$ cat src/logic/uc3_map.vh
// Register offsets, field positions, reset values and timing counts
`ifndef UC3_MAP_VH
`define UC3_MAP_VH
// ----------------------------------------------------------------
// Register offsets
// ----------------------------------------------------------------
`define UC3_ADDR_BAUD_HI 3'h0
`define UC3_ADDR_BAUD_LO 3'h1
`define UC3_ADDR_CTRL 3'h2
`define UC3_ADDR_STAT 3'h3
`define UC3_ADDR_C3 3'h4
`define UC3_ADDR_DATA 3'h5
// ----------------------------------------------------------------
// Control register fields
// ----------------------------------------------------------------
`define UC3_CTRL_NINE 0
`define UC3_CTRL_PAR_EN 1
`define UC3_CTRL_PAR_ODD 2
`define UC3_CTRL_LOOP 3
`define UC3_CTRL_RX_SOURCE_SELECT 4
`define UC3_CTRL_TX_EN 5
`define UC3_CTRL_RX_EN 6
// ----------------------------------------------------------------
// Third control register fields
// ----------------------------------------------------------------
`define UC3_C3_RX9 7
`define UC3_C3_TX9 6
`define UC3_C3_DIR 5
`define UC3_C3_INV 4
`define UC3_C3_OR_EN 3
`define UC3_C3_NF_EN 2
`define UC3_C3_FE_EN 1
`define UC3_C3_PF_EN 0
// ----------------------------------------------------------------
// Reset values and timing
// ----------------------------------------------------------------
`define UC3_CTRL_RESET 8'h00
`define UC3_C3_RESET 6'h00
`define UC3_BAUD_RESET 13'h0001
`define UC3_RT_LAST 4'hf
`define UC3_RT7 4'h6
`define UC3_RT8 4'h7
`define UC3_RT10 4'h9
`define UC3_FRAME8 4'ha
`define UC3_FRAME9 4'hb
`define UC3_STOP8 4'h9
`define UC3_STOP9 4'ha
`endif

$ cat src/logic/uc3_uart.v
// Serial port core: registers, ninth bits, transmitter and receiver
`include "uc3_map.vh"

module uc3_uart (
    input wire clk_sys,
    input wire sys_rst,
    input wire [2:0] reg_addr,
    input wire [7:0] reg_wdata,
    input wire reg_wr,
    input wire reg_rd,
    output reg [7:0] reg_rdata,
    input wire rx_in,
    input wire tx_in,
    output wire tx_out,
    output wire tx_oe_n,
    output wire err_irq
);
    // ------------------------------------------------------------
    // Registers and shared baud tick
    // ------------------------------------------------------------
    reg [12:0] baud_div;
    reg [7:0] ctrl;
    reg [5:0] c3;
    reg tx_ninth_bit;
    wire tick;
    wire nine = ctrl[`UC3_CTRL_NINE];
    wire par_en = ctrl[`UC3_CTRL_PAR_EN];
    wire par_odd = ctrl[`UC3_CTRL_PAR_ODD];
    wire loopback_select = ctrl[`UC3_CTRL_LOOP];
    wire rx_source_select = ctrl[`UC3_CTRL_RX_SOURCE_SELECT];
    wire single = loopback_select & rx_source_select;
    wire wr_data = reg_wr & (reg_addr == `UC3_ADDR_DATA);
    wire rd_data = reg_rd & (reg_addr == `UC3_ADDR_DATA);
    wire rd_stat = reg_rd & (reg_addr == `UC3_ADDR_STAT);

    uc3_baud #(.DIV_W(13)) u_baud (
        .clk_sys(clk_sys),
        .sys_rst(sys_rst),
        .divisor(baud_div),
        .tick(tick)
    );

    // ------------------------------------------------------------
    // Pin synchronisers
    // ------------------------------------------------------------
    reg rx_s1, rx_s2, txi_s1, txi_s2;
    always @(posedge clk_sys)
    begin
        if (sys_rst)
        begin
            rx_s1 <= 1'b1;
            rx_s2 <= 1'b1;
            txi_s1 <= 1'b1;
            txi_s2 <= 1'b1;
        end
        else
        begin
            rx_s1 <= rx_in;
            rx_s2 <= rx_s1;
            txi_s1 <= tx_in;
            txi_s2 <= txi_s1;
        end
    end

    // ------------------------------------------------------------
    // Control registers
    // ------------------------------------------------------------
    always @(posedge clk_sys)
    begin
        if (sys_rst)
        begin
            baud_div <= `UC3_BAUD_RESET;
            ctrl <= `UC3_CTRL_RESET;
            c3 <= `UC3_C3_RESET;
            tx_ninth_bit <= 1'b0;
        end
        else if (reg_wr)
        begin
            case (reg_addr)
                `UC3_ADDR_BAUD_HI: baud_div[12:8] <= reg_wdata[4:0];
                `UC3_ADDR_BAUD_LO: baud_div[7:0] <= reg_wdata;
                `UC3_ADDR_CTRL: ctrl <= {1'b0, reg_wdata[6:0]};
                `UC3_ADDR_C3:
                begin
                    // Only a write here changes it, data writes do not
                    tx_ninth_bit <= reg_wdata[`UC3_C3_TX9];
                    c3 <= reg_wdata[5:0];
                end
                default: ;
            endcase
        end
    end

    // ------------------------------------------------------------
    // Transmitter
    // ------------------------------------------------------------
    reg [7:0] tx_buf;
    reg tx_full, tx_busy, tc;
    reg [10:0] tx_sh;
    reg [3:0] tx_cnt, tx_rt;
    wire tx_raw = tx_busy ? tx_sh[0] : 1'b1;
    wire tx_par9 = ^tx_buf ^ par_odd;
    wire tx_par8 = ^tx_buf[6:0] ^ par_odd;
    wire tx_bit8 = par_en ? tx_par9 : tx_ninth_bit;
    wire tx_bit7 = (par_en & ~nine) ? tx_par8 : tx_buf[7];

    always @(posedge clk_sys)
    begin
        if (sys_rst)
        begin
            tx_buf <= 8'h00;
            tx_full <= 1'b0;
            tx_busy <= 1'b0;
            tc <= 1'b1;
            tx_sh <= 11'h7ff;
            tx_cnt <= 4'h0;
            tx_rt <= 4'h0;
        end
        else
        begin
            if (tick & tx_busy)
            begin
                tx_rt <= tx_rt + 4'h1;
                if (tx_rt == `UC3_RT_LAST)
                begin
                    tx_sh <= {1'b1, tx_sh[10:1]};
                    tx_cnt <= tx_cnt - 4'h1;
                    if (tx_cnt == 4'h1)
                    begin
                        tx_busy <= 1'b0;
                        tc <= ~tx_full;
                    end
                end
            end
            else if (tick & tx_full & ctrl[`UC3_CTRL_TX_EN])
            begin
                if (nine)
                    tx_sh <= {1'b1, tx_bit8, tx_buf, 1'b0};
                else
                    tx_sh <= {2'b11, tx_bit7, tx_buf[6:0], 1'b0};
                tx_cnt <= nine ? `UC3_FRAME9 : `UC3_FRAME8;
                tx_rt <= 4'h0;
                tx_busy <= 1'b1;
                tx_full <= 1'b0;
                tc <= 1'b0;
            end
            if (wr_data)
            begin
                tx_buf <= reg_wdata;
                tx_full <= 1'b1;
                tc <= 1'b0;
            end
        end
    end

    assign tx_out = tx_raw ^ c3[`UC3_C3_INV];
    assign tx_oe_n = single ? ~c3[`UC3_C3_DIR] : 1'b0;

    // ------------------------------------------------------------
    // Receiver
    // ------------------------------------------------------------
    reg rx_prev, rx_act, v_a, v_b, rx_noise, rx_armed;
    reg [3:0] rx_rt, rx_bit;
    reg [8:0] rx_sh;
    reg [7:0] rx_buf;
    reg rx_ninth_bit, rdrf, ovr, noise_flag;
    reg framing_error_flag, parity_error_flag;
    // In loopback the receiver hears the shifter, or the tx_in pin when single is set
    wire rx_line = single ? txi_s2 : (loopback_select ? tx_raw : rx_s2);
    wire maj = (v_a & v_b) | (v_a & rx_line) | (v_b & rx_line);
    wire unan = (v_a == v_b) & (v_b == rx_line);
    wire fall = rx_prev & ~rx_line;
    wire [3:0] rx_stop = nine ? `UC3_STOP9 : `UC3_STOP8;
    wire [7:0] rx_byte = nine ? rx_sh[7:0] : rx_sh[8:1];
    wire rx_par_bad = par_en &
        ((nine ? ^rx_sh : ^rx_sh[8:1]) ^ par_odd);
    wire rx_clear = rd_data & rx_armed;

    always @(posedge clk_sys)
    begin
        if (sys_rst)
        begin
            rx_prev <= 1'b1;
            rx_act <= 1'b0;
            v_a <= 1'b1;
            v_b <= 1'b1;
            rx_noise <= 1'b0;
            rx_armed <= 1'b0;
            rx_rt <= 4'h0;
            rx_bit <= 4'h0;
            rx_sh <= 9'h000;
            rx_buf <= 8'h00;
            rx_ninth_bit <= 1'b0;
            rdrf <= 1'b0;
            ovr <= 1'b0;
            noise_flag <= 1'b0;
            framing_error_flag <= 1'b0;
            parity_error_flag <= 1'b0;
        end
        else
        begin
            // Status read arms; the data read finishes the clear
            if (rd_stat)
                rx_armed <= 1'b1;
            else if (rd_data)
                rx_armed <= 1'b0;
            if (rx_clear)
            begin
                rdrf <= 1'b0;
                ovr <= 1'b0;
                noise_flag <= 1'b0;
                framing_error_flag <= 1'b0;
                parity_error_flag <= 1'b0;
            end
            if (tick & ctrl[`UC3_CTRL_RX_EN])
            begin
                rx_prev <= rx_line;
                if (!rx_act)
                begin
                    if (fall)
                    begin
                        rx_act <= 1'b1;
                        rx_rt <= 4'h0;
                        rx_bit <= 4'h0;
                        rx_noise <= 1'b0;
                    end
                end
                else if (fall & (rx_bit != 4'h0))
                begin
                    rx_rt <= 4'h0;
                    rx_bit <= rx_bit + {3'h0, rx_rt[3] & (rx_bit != rx_stop)};
                end
                else
                begin
                    rx_rt <= rx_rt + 4'h1;
                    if (rx_bit == 4'h0)
                    begin
                        if (rx_rt == 4'h2)
                            v_a <= rx_line;
                        if (rx_rt == 4'h4)
                            v_b <= rx_line;
                        if ((rx_rt == `UC3_RT7) & maj)
                            rx_act <= 1'b0;
                        if (rx_rt == `UC3_RT_LAST)
                            rx_bit <= 4'h1;
                    end
                    else
                    begin
                        if (rx_rt == `UC3_RT8)
                            v_a <= rx_line;
                        if (rx_rt == `UC3_RT8 + 4'h1)
                            v_b <= rx_line;
                        if (rx_rt == `UC3_RT10)
                        begin
                            if (!unan)
                                rx_noise <= 1'b1;
                            if (rx_bit != rx_stop)
                                rx_sh <= {maj, rx_sh[8:1]};
                        end
                        if (rx_rt == `UC3_RT_LAST)
                            rx_bit <= rx_bit + 4'h1;
                        // Stop decided at RT10 so the next start is seen
                        if ((rx_rt == `UC3_RT10) & (rx_bit == rx_stop))
                        begin
                            rx_act <= 1'b0;
                            if (rdrf & ~rx_clear)
                                ovr <= 1'b1;
                            else
                            begin
                                rdrf <= 1'b1;
                                rx_buf <= rx_byte;
                                rx_ninth_bit <= nine & rx_sh[8];
                                noise_flag <= rx_noise | ~unan;
                                framing_error_flag <= ~maj;
                                parity_error_flag <= rx_par_bad;
                            end
                        end
                    end
                end
            end
        end
    end

    // ------------------------------------------------------------
    // Error request
    // ------------------------------------------------------------
    wire or_req = ovr & c3[`UC3_C3_OR_EN];
    wire nf_req = noise_flag & c3[`UC3_C3_NF_EN];
    wire fe_req = framing_error_flag & c3[`UC3_C3_FE_EN];
    wire pf_req = parity_error_flag & c3[`UC3_C3_PF_EN];
    assign err_irq = or_req | nf_req | fe_req | pf_req;

    // ------------------------------------------------------------
    // Read data, one cycle after the strobe
    // ------------------------------------------------------------
    always @(posedge clk_sys)
    begin
        if (sys_rst)
            reg_rdata <= 8'h00;
        else if (reg_rd)
        begin
            case (reg_addr)
                `UC3_ADDR_BAUD_HI: reg_rdata <= {3'h0, baud_div[12:8]};
                `UC3_ADDR_BAUD_LO: reg_rdata <= baud_div[7:0];
                `UC3_ADDR_CTRL: reg_rdata <= ctrl;
                `UC3_ADDR_STAT: reg_rdata <= {~tx_full, tc, rdrf,
                    rx_act, ovr, noise_flag, framing_error_flag,
                    parity_error_flag};
                `UC3_ADDR_C3: reg_rdata <= {rx_ninth_bit, tx_ninth_bit,
                    c3};
                `UC3_ADDR_DATA: reg_rdata <= rx_buf;
                default: reg_rdata <= 8'h00;
            endcase
        end
        else
            reg_rdata <= 8'h00;
    end
endmodule // uc3_uart

$ cat src/logic/uc3_baud.v
// Baud divider producing the 16x oversample enable pulse
module uc3_baud #(
    parameter DIV_W = 13
) (
    input wire clk_sys,
    input wire sys_rst,
    input wire [DIV_W-1:0] divisor,
    output reg tick
);
    reg [DIV_W-1:0] cnt;

    // Divisor zero stops the generator
    always @(posedge clk_sys)
    begin
        if (sys_rst)
        begin
            cnt <= {DIV_W{1'b0}};
            tick <= 1'b0;
        end
        else if (divisor == {DIV_W{1'b0}})
        begin
            cnt <= {DIV_W{1'b0}};
            tick <= 1'b0;
        end
        else if (cnt >= divisor - {{(DIV_W-1){1'b0}}, 1'b1})
        begin
            cnt <= {DIV_W{1'b0}};
            tick <= 1'b1;
        end
        else
        begin
            cnt <= cnt + {{(DIV_W-1){1'b0}}, 1'b1};
            tick <= 1'b0;
        end
    end
endmodule // uc3_baud

$ cat config.mk
export PLATFORM = sky130hd
export DESIGN_NAME = uc3_uart
export DESIGN_NICKNAME = d
export VERILOG_FILES = /design/src/logic/uc3_uart.v /design/src/logic/uc3_baud.v
export VERILOG_INCLUDE_DIRS = /design/src /design/src/logic
export SDC_FILE = /design/constraint.sdc
export NUM_CORES = 1
export LEC_CHECK = 0
export ABC_AREA = 1
export BUFFER_PORTS_ARGS = -buffer_cell sky130_fd_sc_hd__buf_2
export CORE_MARGIN = 2
export CORE_UTILIZATION = 45
export CTS_CLUSTER_SIZE = 16
export DETAILED_ROUTE_END_ITERATION = 12
export PLACE_DENSITY = 0.73
export SLEW_MARGIN = 20
export SYNTH_ARGS = -nofsm -noshare
export SYNTH_HDL_FRONTEND = slang
export SYNTH_SLANG_ARGS = --single-unit
$ cat constraint.sdc
create_clock -name clk_sys -period 3.3 [get_ports clk_sys]
set_input_delay 0.495 -clock clk_sys [delete_from_list [all_inputs] [get_ports clk_sys]]
set_output_delay 0.495 -clock clk_sys [all_outputs]
set_load 0.02 [all_outputs]
==> impl_metrics.toml <==
[worst_setup_path]
cp_slowest_cell = "nand3_1"
slowest_delay_ps = 340
regToRegSetupSlack_ps = 400
critPathKind = "reg2reg"
crit_chain = "inv_1, ha_1, nand2_1, nor3_1, nand4_1, xor2_1, ha_1, nand2_1, nor4b_1, nand4_1, nand3_1, buf_4, nor3b_1"
r2r_cells = 13
critPathMaxFanout = 10
r2r-end = "u_baud.cnt[1]"
cp-end-kind = "register"
regToRegStartpoint = "baud_div[0]"
cp.arrival_ps = 3180
required_ps = 3590
start_kind = "register"

[status]
status = "completed"

[power_and_ir_drop]
power_density_mw_per_mm2 = 523
power_mw = 3.75
p_leak_nw = 2.94
peakVddDrop_uv = 390

[routing]
first_pass_iters = 5
drt-wirelength-per-cell_um = 13.8
wirelength_um = 14800
first_iter_violations = 500
num_vias = 5659
remaining_drc_errors = 0
ant_nets = 0
via_per_inst = 5.26

[clock_network]
htree_levels = 4
clockBufferDepth = 2
root_buffer = "clkbuf_16"
cts_setup_buffers = 0
cts_tree = "built"
clock_latency_ps = 420
ctsResizeCount = 0
clkTransAtPathRegs_ps = 50
cts_sinks = 119
cts_made_buffers = 17
ctsHoldBuffers = 0

[timing]
maxSlewHeadroom = 0.573
post-route-period-util = 0.878
slew_violations = 0
period_needed_ps = 2900
setup_violations = 0
finalHoldViolCount = 0
worst_pin_slew_ps = 639
whs_ps = 264
layout_setup_ws_ps = 404
rsz0062_at_grt = "no"
setup-tns-final_ps = 0
fmax_mhz = 345
finClkSkew_ps = 6.23

[place]
dp_hpwl_um = 10700
dp.cells = 1045
pre_cts_ws_ps = 442
place_congestion = 0.871
placed_cell_area_mm2 = 0.00654
port_buffers = 27

[finish]
seq_area_mm2 = 0.00238
areaGrowthSynthToFinish_pct = 14.5
fillers = 1308
final_util = 0.523
drive_above_1_share = 0.113
nets = 930
finalNonFillerCells = 1076
multi_input_comb_area_mm2 = 0.00339
antenna_cells = 0
finalInstanceArea_mm2 = 0.00718

[grt]
antenna_found_initial = 0
grt_usage = 0.208
grt_pass1_wl_um = 24800
grt_max_degree = 30
first_global_vias = 5213
grt-ovfl-total = 0

[synthesis]
synth_nets = 908
synth.ff_latch_count = 119
synth-warning-count = 0
synth_ff_type = "dfxtp_1"
yosysSeqAreaShare = 0.380
avgSynthCellArea_um2 = 7.27
synthCells = 862
synth_edf_count = 0
ys_types = 45
async_flop_share = 0
syn_area_mm2 = 0.00627

[floorplanning]
core_area_mm2 = 0.0137
die_w_um = 122
die_height_um = 122
ios = 28
start_util = 0.457
die-area_mm2 = 0.0149
rows = 43

[worst_hold_path]
hold_end = "rx_s1"
min_path_type = "in2reg"
hp-start = "rx_in"
holdPathStages = 2

[job]
drv_cap = 0
==> cell usage in the layout (no fill, tap or decap), drive strengths merged <==
cell type	synthesis	final
a2111oi	1	1
a211oi	7	7
a21oi	77	77
a221o	1	1
a221oi	3	3
a31oi	6	6
a41oi	1	1
and2	2	2
buf	10	33
bufinv	0	4
clkbuf	20	23
clkinv	2	5
clkinvlp	0	1
dfxtp	119	119
ha	29	29
inv	96	96
nand2	163	163
nand3	56	56
nand3b	1	1
nand4	8	8
nor2	88	88
nor3	17	17
nor3b	3	3
nor4b	1	1
o211ai	17	17
o21ai	82	82
o21bai	1	1
o221ai	2	2
o22ai	3	3
o31ai	1	1
or2	4	4
xnor2	18	18
xor2	23	23
==> final cells by class <==
cell class / instances / area share
Inverter: 98 / 0.0512
Sequential cell: 119 / 0.332
Tap cell: 180 / 0.0314
Clock buffer: 23 / 0.0693
Clock inverter: 8 / 0.0199
Multi-Input combinational cell: 615 / 0.471
Timing Repair Buffer: 33 / 0.0251
==> critical path, delay by kind of cell, from the launching register on <==
kind / cells / cell delay, ps
flops: 1 / 310
buf+inv: 2 / 380
simple gates: 8 / 1380
fa+ha+maj: 2 / 530
xor+xnor: 1 / 170
==> cells by family (layout without fill, tap and decap cells) <==
kind of cell	count (synthesis)	count (layout)	synth area share
flops	119	119	0.380
compound gates	202	202	0.184
xor+xnor	41	41	0.0573
buf+inv	128	162	0.0800
fa+ha+maj	29	29	0.0579
simple gates	343	343	0.241
==> power breakdown <==
part / switching [mW] / internal [mW]
sequential: 0.0297 / 1.47
clock: 0.632 / 1.35
combinational: 0.177 / 0.0919
total: 0.838 / 2.92
==> worst max-delay path by stage <==
| stage | start | to | slack [ps] | cells past startpoint |
|---|---|---|---|---|
| 4_1_cts | baud_div[0] | u_baud.cnt[2] | 410 | 13 |
| 5_1_grt | baud_div[4] | u_baud.cnt[1] | 100 | 14 |
| 6_report | baud_div[0] | u_baud.cnt[1] | 400 | 13 |
| 3_5_place_dp | baud_div[0] | u_baud.cnt[2] | 440 | 13 |
| 3_3_place_gp | baud_div[0] | u_baud.cnt[1] | 520 | 13 |
| 2_1_floorplan | baud_div[0] | u_baud.cnt[1] | 860 | 13 |
==> sequential cells by signal, indices dropped and copies added, names as in the netlist, 4 cells and up <==
| name | count |
|---|---|
| baud_div | 13 |
| u_baud.cnt | 13 |
| tx_sh | 10 |
| rx_sh | 9 |
| reg_rdata | 8 |
| rx_buf | 8 |
| tx_buf | 8 |
| ctrl | 7 |
| c3 | 6 |
| rx_bit | 4 |
| rx_rt | 4 |
| tx_cnt | 4 |
| tx_rt | 4 |
==> layer usage <==
metal / global-route usage / vias to the layer above / share of wire
li1: - / 2916 / -
met1: 0.281 / 2582 / 0.48
met2: 0.328 / 142 / 0.45
met3: 0.0445 / 19 / 0.054
met4: 0.0747 / 0 / 0.016
met5: 0 / - / 0
==> cell usage after synthesis, types with 8 or more instances <==
cell | number | area (um2)
o21ai_1 | 9 | 45.0
nand2_1 | 158 | 593
nand4_1 | 8 | 50.1
o211ai_1 | 17 | 128
inv_1 | 90 | 338
a21oi_1 | 73 | 365
nor2_2 | 10 | 62.6
clkbuf_1 | 19 | 71.3
xnor2_1 | 18 | 158
o21ai_0 | 70 | 350
xor2_1 | 23 | 201
dfxtp_1 | 119 | 2380
nor3_1 | 17 | 85.1
nand3_1 | 52 | 260
nor2_1 | 76 | 285
ha_1 | 29 | 363
No activity file was read; power rests on OpenSTA's default activity.
